## src/design/tpgw_pkg.sv

```systemverilog
package tpgw_pkg;

  // ****************************************
  // Geometry and reset values
  // ****************************************
  localparam int NUM_PORTS = 3;
  localparam int PORT_W = 8;
  localparam int NUM_PINS = NUM_PORTS * PORT_W;
  localparam logic [7:0] REG_RST = 8'h00;
  localparam logic [7:0] RDATA_UNMAPPED = 8'h00;
  // Weak pull-up strength, for the pad model only
  localparam int PULLUP_KOHM = 100;

  // ****************************************
  // Register offsets on the special function bus
  // ****************************************
  localparam logic [7:0] ADDR_PORT0_DATA = 8'h80;
  localparam logic [7:0] ADDR_PORT1_DATA = 8'h90;
  localparam logic [7:0] ADDR_PORT3_DATA = 8'hB0;
  localparam logic [7:0] ADDR_PORT3_PULLUP = 8'hAA;
  localparam logic [7:0] ADDR_PORT3_DRIVE = 8'hAB;
  localparam logic [7:0] ADDR_PORT3_WAKE = 8'hAC;
  localparam logic [7:0] ADDR_PORT0_PULLUP = 8'hB2;
  localparam logic [7:0] ADDR_PORT0_DRIVE = 8'hB3;
  localparam logic [7:0] ADDR_PORT0_WAKE = 8'hB4;
  localparam logic [7:0] ADDR_PORT1_PULLUP = 8'hB5;
  localparam logic [7:0] ADDR_PORT1_DRIVE = 8'hB6;
  localparam logic [7:0] ADDR_PORT1_WAKE = 8'hB7;
  // Pin function select, one bit per pin, 1 hands the pin to a peripheral
  localparam logic [7:0] ADDR_PORT0_FUNC = 8'hC1;
  localparam logic [7:0] ADDR_PORT1_FUNC = 8'hC2;
  localparam logic [7:0] ADDR_PORT3_FUNC = 8'hC3;

  // Port slot numbers inside the block
  localparam logic [1:0] SLOT_PORT0 = 2'h0;
  localparam logic [1:0] SLOT_PORT1 = 2'h1;
  localparam logic [1:0] SLOT_PORT3 = 2'h2;

  // ****************************************
  // Types
  // ****************************************
  typedef enum logic [2:0] {
    KIND_DATA,
    KIND_PULL,
    KIND_DRIVE,
    KIND_WAKE,
    KIND_FUNC
  } tpgw_kind_type;

  typedef struct packed {
    logic valid;
    tpgw_kind_type kind;
    logic [1:0] slot;
  } tpgw_hit_type;

  // Special function bus request from the core
  typedef struct packed {
    logic rd;
    logic rmw;
    logic wr;
    logic bitWr;
    logic [7:0] addr;
    logic [7:0] wdata;
    logic [2:0] bitSel;
    logic bitVal;
  } tpgw_sfr_req_type;

  // Pad controls for all pins
  typedef struct packed {
    logic [NUM_PINS-1:0] out;
    logic [NUM_PINS-1:0] oenN;
    logic [NUM_PINS-1:0] pullUpEnable;
  } tpgw_pad_type;

endpackage : tpgw_pkg

```

## src/design/tpgw_top.sv

```systemverilog
// What this block does
// - Twenty-four pins in three independent eight-bit ports, each pin controlled alone.
// - A per-pin select register hands each pin to a peripheral or GPIO.
// - Each port data register has its own address, byte and bit access, resets zero.
// - An ordinary data register read returns the pin levels, not the latch.
// - Read-modify-write reads return the output latch instead of the pins.
// - Drive enable set drives the latch value; pad input value follows it.
// - Drive off, pull-up on: weak pull-up input, pad level is returned.
// - Drive and pull-up off: high-impedance input, external level is returned.
// - Any GPIO pin can wake the part, under its wake control bit.
// - Wake term is 1 when its bit is set or the pin is a peripheral's, else pad; all ANDed.
// - Per-port pull-up, drive and wake registers at fixed addresses, reset zero.
// - Wake interrupt flag mirrors the wake line every clock; software cannot set it.
module tpgw_top #(
  parameter int PORT_WIDTH = 8
) (
  input wire logic core_clk,                              // System clock
  input wire logic rstn,                                  // Synchronous reset
  input wire tpgw_pkg::tpgw_sfr_req_type sfrReq,          // Register request
  output logic [7:0] sfrRdata,                            // Read data, one cycle later
  input wire logic [tpgw_pkg::NUM_PINS-1:0] padIn,        // Pin levels from pads
  output tpgw_pkg::tpgw_pad_type padCtrl,                 // Pad drive controls
  input wire logic [tpgw_pkg::NUM_PINS-1:0] periphOut,    // Peripheral output values
  input wire logic [tpgw_pkg::NUM_PINS-1:0] periphOe,     // Peripheral drive enables
  output logic [tpgw_pkg::NUM_PINS-1:0] periphIn,         // Pad input values to peripherals
  output logic pinWakeIrqLine,                            // AND of all wake terms
  output logic pinWakeIrqFlag                             // Flag copy of the wake line
);

  // ****************************************
  // Elaboration check
  // ****************************************
  if (PORT_WIDTH != tpgw_pkg::PORT_W)
  begin : gWidthCheck
    $error("tpgw_top supports eight-bit ports only");
  end

  // Package geometry must agree with the port count
  if (tpgw_pkg::NUM_PINS != tpgw_pkg::NUM_PORTS * tpgw_pkg::PORT_W)
  begin : gPinCheck
    $error("tpgw_top pin count must match its ports");
  end

  // Port slots are two bits wide
  if (tpgw_pkg::NUM_PORTS > 4)
  begin : gSlotCheck
    $error("tpgw_top supports at most four port slots");
  end

  // ****************************************
  // State
  // ****************************************
  // All state in one struct: one comb fills a copy, one flop bank holds it
  typedef struct packed {
    logic [tpgw_pkg::NUM_PORTS-1:0][7:0] data;
    logic [tpgw_pkg::NUM_PORTS-1:0][7:0] pullUpEnable;
    logic [tpgw_pkg::NUM_PORTS-1:0][7:0] driveEnable;
    logic [tpgw_pkg::NUM_PORTS-1:0][7:0] wakeControlReg;
    logic [tpgw_pkg::NUM_PORTS-1:0][7:0] funcSel;
    logic [tpgw_pkg::NUM_PINS-1:0] padSync1;
    logic [tpgw_pkg::NUM_PINS-1:0] padSync2;
    logic [7:0] rdata;
    tpgw_pkg::tpgw_pad_type pad;
    logic [tpgw_pkg::NUM_PINS-1:0] periphIn;
    logic wakeLine;
    logic wakeFlag;
  } tpgw_state_type;

  tpgw_state_type state_q;
  tpgw_state_type state_d;

  // ****************************************
  // Address decode
  // ****************************************
  // Unmapped addresses read zero and ignore writes
  function automatic tpgw_pkg::tpgw_hit_type decodeAddr(input logic [7:0] addr);
    tpgw_pkg::tpgw_hit_type hit;
    // Valid until the default branch finds no register
    hit.valid = 1'b1;
    hit.kind = tpgw_pkg::KIND_DATA;
    hit.slot = tpgw_pkg::SLOT_PORT0;
    unique case (addr)
      tpgw_pkg::ADDR_PORT0_DATA:
      begin
        hit.kind = tpgw_pkg::KIND_DATA;
        hit.slot = tpgw_pkg::SLOT_PORT0;
      end
      tpgw_pkg::ADDR_PORT1_DATA:
      begin
        hit.kind = tpgw_pkg::KIND_DATA;
        hit.slot = tpgw_pkg::SLOT_PORT1;
      end
      tpgw_pkg::ADDR_PORT3_DATA:
      begin
        hit.kind = tpgw_pkg::KIND_DATA;
        hit.slot = tpgw_pkg::SLOT_PORT3;
      end
      tpgw_pkg::ADDR_PORT0_PULLUP:
      begin
        hit.kind = tpgw_pkg::KIND_PULL;
        hit.slot = tpgw_pkg::SLOT_PORT0;
      end
      tpgw_pkg::ADDR_PORT1_PULLUP:
      begin
        hit.kind = tpgw_pkg::KIND_PULL;
        hit.slot = tpgw_pkg::SLOT_PORT1;
      end
      tpgw_pkg::ADDR_PORT3_PULLUP:
      begin
        hit.kind = tpgw_pkg::KIND_PULL;
        hit.slot = tpgw_pkg::SLOT_PORT3;
      end
      tpgw_pkg::ADDR_PORT0_DRIVE:
      begin
        hit.kind = tpgw_pkg::KIND_DRIVE;
        hit.slot = tpgw_pkg::SLOT_PORT0;
      end
      tpgw_pkg::ADDR_PORT1_DRIVE:
      begin
        hit.kind = tpgw_pkg::KIND_DRIVE;
        hit.slot = tpgw_pkg::SLOT_PORT1;
      end
      tpgw_pkg::ADDR_PORT3_DRIVE:
      begin
        hit.kind = tpgw_pkg::KIND_DRIVE;
        hit.slot = tpgw_pkg::SLOT_PORT3;
      end
      tpgw_pkg::ADDR_PORT0_WAKE:
      begin
        hit.kind = tpgw_pkg::KIND_WAKE;
        hit.slot = tpgw_pkg::SLOT_PORT0;
      end
      tpgw_pkg::ADDR_PORT1_WAKE:
      begin
        hit.kind = tpgw_pkg::KIND_WAKE;
        hit.slot = tpgw_pkg::SLOT_PORT1;
      end
      tpgw_pkg::ADDR_PORT3_WAKE:
      begin
        hit.kind = tpgw_pkg::KIND_WAKE;
        hit.slot = tpgw_pkg::SLOT_PORT3;
      end
      tpgw_pkg::ADDR_PORT0_FUNC:
      begin
        hit.kind = tpgw_pkg::KIND_FUNC;
        hit.slot = tpgw_pkg::SLOT_PORT0;
      end
      tpgw_pkg::ADDR_PORT1_FUNC:
      begin
        hit.kind = tpgw_pkg::KIND_FUNC;
        hit.slot = tpgw_pkg::SLOT_PORT1;
      end
      tpgw_pkg::ADDR_PORT3_FUNC:
      begin
        hit.kind = tpgw_pkg::KIND_FUNC;
        hit.slot = tpgw_pkg::SLOT_PORT3;
      end
      default:
      begin
        hit.valid = 1'b0;
      end
    endcase
    return hit;
  endfunction : decodeAddr

  // ****************************************
  // Next-state logic
  // ****************************************
  tpgw_pkg::tpgw_hit_type hit;
  logic [tpgw_pkg::NUM_PINS-1:0] drvOut;
  logic [tpgw_pkg::NUM_PINS-1:0] drvOe;
  logic [tpgw_pkg::NUM_PINS-1:0] padInputValue;
  logic [tpgw_pkg::NUM_PINS-1:0] wakeTerm;

  // ****************************************
  // Pin muxing
  // ****************************************
  // Per-pin muxing between GPIO and peripheral, pad value and wake term
  always_comb
  begin
    for (int p = 0; p < tpgw_pkg::NUM_PORTS; p++)
    begin
      for (int b = 0; b < tpgw_pkg::PORT_W; b++)
      begin
        // Peripheral-owned pins take value and enable from the peripheral
        if (state_q.funcSel[p][b])
        begin
          drvOut[p*8+b] = periphOut[p*8+b];
          drvOe[p*8+b] = periphOe[p*8+b];
        end
        else
        begin
          drvOut[p*8+b] = state_q.data[p][b];
          drvOe[p*8+b] = state_q.driveEnable[p][b];
        end
        // Driven pins read back their own drive value
        padInputValue[p*8+b] = drvOe[p*8+b] ? drvOut[p*8+b]
                                            : state_q.padSync2[p*8+b];
        // Only GPIO pins take part in wake; others hold the AND open
        wakeTerm[p*8+b] = state_q.funcSel[p][b] | state_q.wakeControlReg[p][b]
                          | padInputValue[p*8+b];
      end
    end
  end

  // ****************************************
  // Register file and pad control
  // ****************************************
  // Register file access, pin synchronisers and pad control registers
  always_comb
  begin
    state_d = state_q;
    hit = decodeAddr(sfrReq.addr);
    // Two-stage synchroniser on the pad inputs
    // Pads are asynchronous; logic reads only the second stage
    state_d.padSync1 = padIn;
    state_d.padSync2 = state_q.padSync1;
    // Reads
    // Reads see the registers as they stood before this edge
    state_d.rdata = tpgw_pkg::RDATA_UNMAPPED;
    if (sfrReq.rd && hit.valid)
    begin
      unique case (hit.kind)
        tpgw_pkg::KIND_DATA:
        begin
          if (sfrReq.rmw)
          begin
            state_d.rdata = state_q.data[hit.slot];
          end
          else
          begin
            state_d.rdata = padInputValue[hit.slot*8 +: 8];
          end
        end
        tpgw_pkg::KIND_PULL:
        begin
          state_d.rdata = state_q.pullUpEnable[hit.slot];
        end
        tpgw_pkg::KIND_DRIVE:
        begin
          state_d.rdata = state_q.driveEnable[hit.slot];
        end
        tpgw_pkg::KIND_WAKE:
        begin
          state_d.rdata = state_q.wakeControlReg[hit.slot];
        end
        tpgw_pkg::KIND_FUNC:
        begin
          state_d.rdata = state_q.funcSel[hit.slot];
        end
      endcase
    end
    // Byte writes
    // A byte write wins over a bit write in the same cycle
    if (sfrReq.wr && hit.valid)
    begin
      unique case (hit.kind)
        tpgw_pkg::KIND_DATA:
        begin
          state_d.data[hit.slot] = sfrReq.wdata;
        end
        tpgw_pkg::KIND_PULL:
        begin
          state_d.pullUpEnable[hit.slot] = sfrReq.wdata;
        end
        tpgw_pkg::KIND_DRIVE:
        begin
          state_d.driveEnable[hit.slot] = sfrReq.wdata;
        end
        tpgw_pkg::KIND_WAKE:
        begin
          state_d.wakeControlReg[hit.slot] = sfrReq.wdata;
        end
        tpgw_pkg::KIND_FUNC:
        begin
          state_d.funcSel[hit.slot] = sfrReq.wdata;
        end
      endcase
    end
    // Single-bit writes reach the data latches only
    else if (sfrReq.bitWr && hit.valid && hit.kind == tpgw_pkg::KIND_DATA)
    begin
      state_d.data[hit.slot][sfrReq.bitSel] = sfrReq.bitVal;
    end
    // Pad controls; drive enable high, output enable active low
    // Pull-up is dropped on driven pins, where it would only waste current
    state_d.pad.out = drvOut;
    state_d.pad.oenN = ~drvOe;
    for (int p = 0; p < tpgw_pkg::NUM_PORTS; p++)
    begin
      for (int b = 0; b < tpgw_pkg::PORT_W; b++)
      begin
        state_d.pad.pullUpEnable[p*8+b] = ~drvOe[p*8+b]
                                          & state_q.pullUpEnable[p][b];
      end
    end
    // Peripherals see the same pad value that a port read returns
    state_d.periphIn = padInputValue;
    // Wake line and its flag copy, neither writable by software
    // Line high means no pin asks for wake
    state_d.wakeLine = &wakeTerm;
    state_d.wakeFlag = state_q.wakeLine;
  end

  // ****************************************
  // State register
  // ****************************************
  // Synchronous reset; every pin leaves reset as an undriven input
  always_ff @(posedge core_clk)
  begin
    if (!rstn)
    begin
      state_q <= '0;
      // Control registers clear, so every pin floats without pull-up
      for (int p = 0; p < tpgw_pkg::NUM_PORTS; p++)
      begin
        state_q.data[p] <= tpgw_pkg::REG_RST;
        state_q.pullUpEnable[p] <= tpgw_pkg::REG_RST;
        state_q.driveEnable[p] <= tpgw_pkg::REG_RST;
        state_q.wakeControlReg[p] <= tpgw_pkg::REG_RST;
        state_q.funcSel[p] <= tpgw_pkg::REG_RST;
      end
      state_q.pad.oenN <= '1;
    end
    else
    begin
      state_q <= state_d;
    end
  end

  // ****************************************
  // Outputs
  // ****************************************
  // Every output is a flop; nothing stands after the state register
  assign sfrRdata = state_q.rdata;
  assign padCtrl = state_q.pad;
  assign periphIn = state_q.periphIn;
  assign pinWakeIrqLine = state_q.wakeLine;
  assign pinWakeIrqFlag = state_q.wakeFlag;

endmodule : tpgw_top

```

## config.mk

```make
export PLATFORM = sky130hd
export DESIGN_NAME = tpgw_top
export DESIGN_NICKNAME = d
export VERILOG_FILES = /design/src/design/tpgw_pkg.sv /design/src/design/tpgw_top.sv
export SDC_FILE = /design/constraint.sdc
export NUM_CORES = 1
export LEC_CHECK = 0
export ABC_AREA = 1
export BUFFER_PORTS_ARGS = -buffer_cell sky130_fd_sc_hd__buf_2
export CAP_MARGIN = 20
export CORE_ASPECT_RATIO = 1.1
export CORE_MARGIN = 1
export CORE_UTILIZATION = 50
export DETAILED_ROUTE_END_ITERATION = 16
export GPL_ROUTABILITY_DRIVEN = 0
export MAX_ROUTING_LAYER = met4
export PLACE_DENSITY = 0.72
export SETUP_SLACK_MARGIN = 0.3
export SYNTH_ARGS = -nofsm -noshare
export SYNTH_HDL_FRONTEND = slang
export SYNTH_SLANG_ARGS = --single-unit
```

## constraint.sdc

```tcl
create_clock -name core_clk -period 3.6 [get_ports core_clk]
set_clock_uncertainty 0.2 [all_clocks]
set_input_delay 0.72 -clock core_clk [delete_from_list [all_inputs] [get_ports core_clk]]
set_output_delay 0.72 -clock core_clk [all_outputs]
set_load 0.03 [all_outputs]
```

==> Word-level counts from Yosys, hierarchy flattened <==
Cells that the tools add are included.
{ "totals": {"regBits": 274, "in_bits": 98, "word_cells": 263} }
{ "classes": {"n_lt_le_gt_ge": 4, "eq_ne": 20, "shift": 1, "n_mux": 101, "bitwise": 97, "reduce_logical": 16} }
{ "ops": {"columns": ["cell", "count"], "rows": [
  ["$bwmux W24", 6],
  ["$eq A8 B8 Y1 const B", 15],
  ["$bmux W8 S2", 5],
  ["$mux W1", 74],
  ["$mux W24", 3],
  ["$pmux W5 S14", 1],
  ["$mux W8", 8],
  ["$or A1 B1 Y1", 48],
  ["$pmux W8 S5", 1],
  ["$demux W8 S2", 2],
  ["$and A1 B1 Y1", 24],
  ["$not A1 Y1", 24],
  ["$not A24 Y24", 1],
  ["$reduce_and A24 Y1", 1],
  ["$shiftx A24 B6 Y8", 1],
  ["$reduce_or A15 Y1", 1],
  ["$reduce_and A2 Y1", 6],
  ["$eq A3 B2 Y1 const B", 2],
  ["$logic_and A1 B1 Y1", 6],
  ["$lt A3 B4 Y1 const B", 1],
  ["$demux W1 S3", 1],
  ["$eq A3 B1 Y1 const B", 1],
  ["$eq A3 B3 Y1 const B", 1],
  ["$ge A3 B1 Y1 const B", 1],
  ["5 further kinds", 5]
]} }

==> Depth between registers and ports, before layout <==
Gate-level depths: netlist (run 1).
{ "depth": {"depth_word": 9, "ltp_mapped": 15, "mapped_depth_nobuf": 14} }

==> Least setup slack after synthesis (run 1) <==
No wires, ideal clock.
{ "synth_path": {"kind": "input port to flip-flop", "from": "input port sfrReq[18] in the netlist's numbering", "to": "register state_q[239] in the netlist's numbering", "setup_ns": 0.119, "arrival_time_ns": 2.026, "required_time_ns": 3.281, "slack_ns": 1.255, "cell_stages": 12, "path_buffers": 2, "cell_sequence": "inv_1 nand2_2 nor2_2 nand2_1 nand3_1 buf_2 inv_1 nor2_4 nand2_2 buf_4 o21ai_0 a21oi_1"} }
{ "synth_via": {"elab_chain_len": 7, "elab_cells_between_ends": 27, "classes_between": "2 x order compare; 16 x eq/ne; 5 x mux; 4 x reduce/logical"} }
{ "synth_rtl": {"columns": ["item", "line_no", "rtl"], "rows": [
  ["start: declaration", "tpgw_top.sv:19", "input wire tpgw_pkg::tpgw_sfr_req_type sfrReq,"],
  ["$eq A8 B8 Y1", "tpgw_top.sv:82", "unique case (addr)"],
  ["$pmux W5 S14", "tpgw_top.sv:82", null],
  ["$lt A2 B3 Y1 (not written as such) / $ge A2 B1 Y1 (equally long branches)", "tpgw_top.sv:264", "state_d.pullUpEnable[hit.slot] = sfrReq.wdata;"],
  ["$logic_and A1 B1 Y1 (not written as such)", "tpgw_top.sv:264", null],
  ["$mux W8 (not written as such)", "tpgw_top.sv:264", null],
  ["$demux W8 S2", "tpgw_top.sv:264", null],
  ["$bwmux W24", "tpgw_top.sv:264", null],
  ["end signal: assignment", "tpgw_top.sv:327", "state_q <= state_d;"],
  ["end: declaration", "tpgw_top.sv:69", "tpgw_state_type state_q;"]
]} }
Several ways; a longest one is shown, not always the timed one.
A chain may end at the register's enable or synchronous reset.

==> Final worst setup path (run 1) <==
{ "layout_path": {"from": "input port sfrReq[16] in the netlist's numbering", "to": "register state_q[173] in the netlist's numbering"} }
{ "layout_via": {"elab_chain_len": 7, "elab_cells_between_ends": 27, "classes_between": "2 x order compare; 16 x eq/ne; 5 x mux; 4 x reduce/logical"} }
{ "layout_rtl": {"columns": ["item", "line_no", "rtl"], "rows": [
  ["$eq A8 B8 Y1", "tpgw_top.sv:82", null],
  ["$pmux W5 S14", "tpgw_top.sv:82", null],
  ["$lt A2 B3 Y1 (not written as such) / $ge A2 B1 Y1 (equally long branches)", "tpgw_top.sv:276", "state_d.funcSel[hit.slot] = sfrReq.wdata;"],
  ["$logic_and A1 B1 Y1 (not written as such)", "tpgw_top.sv:276", null],
  ["$mux W8 (not written as such)", "tpgw_top.sv:276", null],
  ["$demux W8 S2", "tpgw_top.sv:276", null],
  ["$bwmux W24", "tpgw_top.sv:276", null]
]} }
Several ways; a longest one is shown, not always the timed one.

==> results of run 1 <==
==> routing by layer <==
metal  vias to the layer above  wire length [µm]  track usage (%)
li1                       5907                 -                -
met1                      5548             16190            39.11
met2                       711             17960            47.77
met3                       107              4031            4.762
met4                         0              2230            17.00
met5                         -                 0                -
==> Yosys cell counts (9+ instances only) <==
master	number	share of area (%)
o21ai_1	33	1.3
nor3_1	53	2.1
nand2_1	531	15
nand4_1	33	1.6
buf_4	119	6.9
dfxtp_1	274	43
o21ai_0	122	4.7
a21oi_1	140	5.4
or2_2	11	0.53
inv_1	180	5.2
buf_2	21	0.82
nor2_1	139	4.1
inv_2	9	0.26
clkbuf_1	46	1.3
nand3b_1	16	0.93
nand3_1	82	3.2
nand2_2	12	0.58
buf_1	12	0.35
==> flip-flops by register name (all words and copies together) (netlist names) <==
signal / count
padCtrl: 72
periphIn: 24
pinWakeIrqFlag: 1
pinWakeIrqLine: 1
sfrRdata: 8
state_d: 24
state_q: 144
==> layout by cell type (no fill, tap or decap), types with 5 or more instances in the layout <==
cell type,count
buf_2,202
inv_2,10
dfxtp_1,274
nand4_1,33
nand3b_1,16
clkbuf_8,5
o21ai_0,122
bufinv_16,5
nand2_2,12
o21ai_1,33
nor2_1,139
or2_2,11
inv_1,179
clkbuf_16,28
nor2_4,6
a21oi_1,140
buf_4,23
nor3_1,53
mux2i_1,6
nand3_1,82
nand2_1,531
==> report_power, final <==
part           internal [mW]  switching [mW]
clock network           1.91            1.29
registers               3.07          0.0104
logic                  0.108           0.273
==> path summary, 6_finish.rpt <==
check	endpoint	slack, ns
worst max register to register	sfrRdata[1]	0.95
worst max-delay path	state_q[173]	0.93
worst min-delay path	state_d[114]	0.13
worst min register to register	state_q[124]	0.21
==> per-stage QoR <==
stage / worst slack, ns / instance area, µm² / hold WS, ns / power [mW] / utilization, %
5_1_grt: 0.7622 / 14290 / 0.1366 / 6.829 / 56.57
2_1_floorplan: 1.255 / 12870 / 0.1905 / 3.366 / -
3_3_place_gp: 0.5895 / 13250 / 0.1917 / 3.509 / 52.46
3_5_place_dp: 0.4522 / 13250 / 0.1974 / 3.513 / 52.46
4_1_cts: 1.029 / 14290 / 0.1249 / 6.666 / 56.57
6_report: 0.9350 / 14290 / 0.1290 / 6.662 / 56.57
==> worst max-delay path, cell delays in order <==
cell	delay, ns
buf_2	0.12
inv_2	0.05
nand2_1	0.04
nor2_1	0.24
nand2_2	0.18
nand3_1	0.12
nor2_1	0.07
nand2_4	0.26
nand2_4	0.27
nor2_2	0.27
nand2_2	0.24
o21ai_0	0.25
a21oi_1	0.06
==> logic make-up (layout without fill, tap and decap cells) <==
logic type	count (synthesis)	after routing	share of synthesized area, %
AO/OA/AOI/OAI	301	301	11.80
multiplexers	6	6	0.4667
buffers and inverters	393	469	15.43
AND/OR/NAND/NOR	894	894	29.68
flip-flops	274	274	42.62
==> cell type report <==
cell class	count	area, µm²
Clock inverter	16	256.5
Clock buffer	36	780.7
Inverter	190	713.2
Multi-Input combinational cell	1201	5399
Timing Repair Buffer	227	1224
Fill cell	2465	10970
Tap cell	346	432.9
Sequential cell	274	5485
==> key figures, run 1 <==
Worst hold path
  – Hold path start: padIn[8]
  – Worst Hold Depth: 3
  – Hold WC Path Type: input pin to flip-flop

Global routing
  – Tot GR Track Use: 31.05%
  – GRT Residual Overflow: 0
  – Largest net degree at the start of global routing: 116
  – Number of global-route vias before repair: 11046
  – Initial antenna violation count: 0
  – First-pass GRT wire length: 60890 µm

Synth
  – Ys async rst share: 0%
  – Dominant synthesized flop cell: dfxtp_1
  – Syn_area_per_cell: 6.890 µm²
  – Mapped Area: 12870 µm²
  – Mapped Cells: 1868
  – Syn nets: 1966
  – Netlist cell types: 31
  – Seq/Total Area, Yosys: 42.62%
  – FF+latch count, synth: 274
  – EDFF count, synth: 0
  – Syn. warnings: 0

Detailed routing
  – DRC: 0
  – Detail Route Antenna Nets: 0
  – Post-Route WL: 40410 µm
  – Routed wire length per instance: 17.65 µm
  – Initial DRC Count: 1361
  – First drt pass iteration count: 6
  – Vias post-DR: 12273
  – Vias per cell: 5.359

Place
  – PortBufs: 203
  – Post-DP HPWL: 29180 µm
  – Placed Cells: 2238

Clock network
  – CTS tree: yes
  – Insertion delay to the later sink of the worst-skew pair: 0.57 ns
  – TritonCTS Sinks: 274
  – Clk pin slew, worst setup/hold paths: 0.07 ns
  – CTS root buffer: clkbuf_16
  – Htree depth: 1
  – TritonCTS buffer count: 28
  – Post-CTS setup buffers: 0
  – CTS Hold Bufs: 0
  – PostCTS Resize Cnt: 0
  – Clk buf depth: 3

Setup path
  – Crit path kind: input pin to flip-flop
  – Critical Path End Type: flip-flop
  – Type of origin of the critical path: input pin
  – Peak fanout along the critical path: 27
  – Critical Path AT: 2.90 ns
  – CP required: 3.84 ns
  – Reg2reg start: state_q[155]
  – Worst setup startpoint: sfrReq[16]
  – Worst-case reg-to-reg path depth: 9

STA
  – Measured slew at the worst slew-check pin: 1.098 ns
  – Final hold violations: 0
  – Min Tclk post-route: 2.665 ns
  – Fin. max-slew vios: 0
  – Setup TNS: 0 ns
  – Relative slew margins: 26.79%
  – # setup viols final: 0
  – Tcrit/Tclk final: 74.03%
  – Fmax achieved: 375.2 MHz
  – RSZ-0062 raised after global routing: no

Final layout
  – Area growth, synth to finish: 11.04%
  – Nets: 2020
  – Ant. Diodes: 0
  – Share of cells above drive strength 1: 16.62%
  – Final cell count without fillers: 2290

Flow run
  – Max-cap violation count: 0

Power and ir drop
  – LEAKAGE: 6.653 nW
  – Maximum VDD drop: 0.3103 mV
  – Pwr Density: 466.1 nW/µm²

Die
  – I/O pins: 204
  – Die Area: 26390 µm²
  – Vert. Die Dim: 170.3 µm
  – Starting Density: 50.94%
  – Core area: 25260 µm²
  – Die span in x: 155.0 µm
  – Row count: 61

Run status
  – Status: complete, no violations
No activity file was read; power rests on OpenSTA's default activity.
==> run 2: changes to the inputs <==
--- a/config.mk
+++ b/config.mk
@@ -14,7 +14,7 @@
 export DETAILED_ROUTE_END_ITERATION = 16
 export GPL_ROUTABILITY_DRIVEN = 0
 export MAX_ROUTING_LAYER = met4
-export PLACE_DENSITY = 0.72
+export PLACE_DENSITY = 0.75
 export SETUP_SLACK_MARGIN = 0.3
 export SYNTH_ARGS = -nofsm -noshare
 export SYNTH_HDL_FRONTEND = slang
==> constraint.sdc (replaced) <==
create_clock -name core_clk -period 2.3 [get_ports core_clk]
set_clock_uncertainty 0.2 [all_clocks]
set_input_delay 0.46 -clock core_clk [delete_from_list [all_inputs] [get_ports core_clk]]
set_output_delay 0.46 -clock core_clk [all_outputs]
set_load 0.03 [all_outputs]
==> key figures, run 2 (synthesized netlist as in run 1, its figures left out) <==
Clock network
  – Clk buf depth: 3
  – TritonCTS Sinks: 274
  – CTS tree: yes
  – TritonCTS buffer count: 28
  – Insertion delay to the later sink of the worst-skew pair: 0.56 ns
  – CTS root buffer: clkbuf_16
  – Clk pin slew, worst setup/hold paths: 0.06 ns
  – Htree depth: 1

STA
  – Fin. max-slew vios: 0
  – Min Tclk post-route: 2.049 ns
  – Final hold violations: 1
  – Tcrit/Tclk final: 89.07%
  – Measured slew at the worst slew-check pin: 0.5447 ns
  – RSZ-0062 raised after global routing: yes
  – Hold WS: -0.02703 ns
  – # setup viols final: 0
  – Fmax achieved: 488.1 MHz
  – Relative slew margins: 63.64%

Setup path
  – Critical Path End Type: flip-flop
  – CP most frequent cell: nand2_1
  – Critical path's largest stage delay: 0.31 ns
  – Type of origin of the critical path: input pin
  – Crit path kind: input pin to flip-flop
  – CP required: 2.53 ns
  – Peak fanout along the critical path: 28
  – Slowest cell on crit path: buf_4
  – Critical Path AT: 2.27 ns
  – Critical-path cell list: buf_2 > inv_2 > nand2_2 > nor2_1 > nand3_1 > buf_4 > nand4_1 > nand2_1 > nand2_1 > nand2_1 > nand2_1 > nand2_1 > nor2_1 > a21oi_1

Die
  – Vert. Die Dim: 170.3 µm
  – Die Area: 26390 µm²
  – Core area: 25260 µm²
  – Die span in x: 155.0 µm
  – Row count: 61
  – I/O pins: 204
  – Starting Density: 50.94%

Run status
  – Failing checks: negative hold slack
  – Status: complete, but fails checks

Detailed routing
  – First drt pass iteration count: 8
  – Detail Route Antenna Nets: 0
  – Initial DRC Count: 1447
  – Routed wire length per instance: 18.18 µm
  – DRC: 0
  – Vias per cell: 5.439
  – Vias post-DR: 13092
  – Post-Route WL: 43760 µm

Place
  – PortBufs: 203
  – Placed Cells: 2314
  – Post-DP HPWL: 31180 µm
  – DP Area: 14040 µm²

Final layout
  – Commonest non-fill, non-tap cell in the layout: nand2_1
  – Final cell count without fillers: 2407
  – Most frequent cells in the layout: nand2_1 (520), dfxtp_1 (259), buf_2 (202)
  – Nets: 2136
  – Fin area: 15680 µm²
  – Share of cells above drive strength 1: 23.25%
  – Top reg by flops: state_q
  – Area growth, synth to finish: 21.80%
  – Largest register FFs: 144

Power and ir drop
  – Internal power: 7.914 mW
  – Psw: 2.482 mW
  – Maximum VDD drop: 0.4706 mV
  – Sequential Power Share: 46.3%
  – Switching share of total power: 23.88%
  – LEAKAGE: 7.341 nW
  – Clk pwr share: 46.6%
  – Pwr Density: 663.2 nW/µm²
  – Comb pwr share: 7.1%

Global routing
  – First-pass GRT wire length: 64920 µm
  – Tot GR Track Use: 33.12%
  – Largest net degree at the start of global routing: 76
  – GRT Residual Overflow: 0
  – Initial antenna violation count: 1
  – Number of global-route vias before repair: 12058

Worst hold path
  – Hold WC Path Type: input pin to flip-flop

Flow run
  – Max-cap violation count: 0
-- run 2: cell count changes in the layout (fill, tap and decap cells not counted), moves of 15 or more --
cell           delta
buf_4            +70
o21ai_0          -42
o21ai_1          +32
dlygate4sd3_1    +31
a21oi_1          -16
a21oi_2          +16
dfxtp_1          -15
dfxtp_2          +15
-- run 2: power groups by stage --
| stage | registers, mW | logic, mW | clock network (mW) |
|---|---|---|---|
| after floorplan | 4.91 | 0.369 | 0 |
| after global placement | 4.92 | 0.640 | 0 |
| after detailed placement | 4.92 | 0.644 | 0 |
| after CTS | 4.82 | 0.689 | 4.86 |
| after global routing | 4.82 | 0.786 | 5.06 |
| final | 4.82 | 0.739 | 4.84 |
-- run 2: critical path, delay by kind of cell --
family          cells  cell delay [ns]
simple gates       10             1.17
buf+inv             3             0.51
compound gates      1             0.12
-- run 2: cell type report --
cell class                      count  area [µm²]
Antenna cell                        1       2.502
Clock buffer                       38       818.3
Clock inverter                     14       186.4
Fill cell                        2289        9588
Inverter                          190       732.0
Multi-Input combinational cell   1202        5680
Sequential cell                   274        5504
Tap cell                          346       432.9
Timing Repair Buffer              342        2318
-- run 2: layer usage --
| layer | share of wire, % | GRT usage [%] | wire [µm] | up-vias |
|---|---|---|---|---|
| met3 | 10 | 5.169 | 4522 | 210 |
| met1 | 38 | 39.67 | 16500 | 5899 |
| met2 | 45 | 51.51 | 19480 | 826 |
| met4 | 7.4 | 22.30 | 3249 | 0 |
| met5 | 0 | - | 0 | - |
| li1 | - | - | - | 6157 |
-- run 2: final timing paths --
check	start	endpoint	slack, ns	cells past startpoint
max	sfrReq[12]	sfrRdata[2]	0.25	14
max reg2reg	state_q[212]	sfrRdata[2]	0.29	11
min	periphOut[3]	padCtrl[51]	-0.03	3
min reg2reg	state_d[112]	state_q[112]	0.21	2
-- run 2: stage by stage --
step	power (mW)	util (%)	hold slack, ns	worst slack (ns)	TNS (ns)
global route	10.66	62.05	0.01470	0.2241	0
CTS	10.36	60.76	0.008827	0.2816	0
detailed placement	5.566	55.56	0.1968	-0.2535	-16.96
global placement	5.561	55.56	0.1944	-0.2250	-11.17
finish	10.40	62.05	-0.02703	0.2513	0
floorplan	5.283	-	0.1905	0.2347	0
-- run 2: repair_timing --
item / CTS / global route
hold buffers: 30 / 1
hold endpoints to repair: 30 / 1
gates cloned: 0 / 5
gates resized for setup: 15 / 82
pin swaps: 1 / 4
buffers inserted: 0 / 4
setup endpoints to repair: 8 / 88
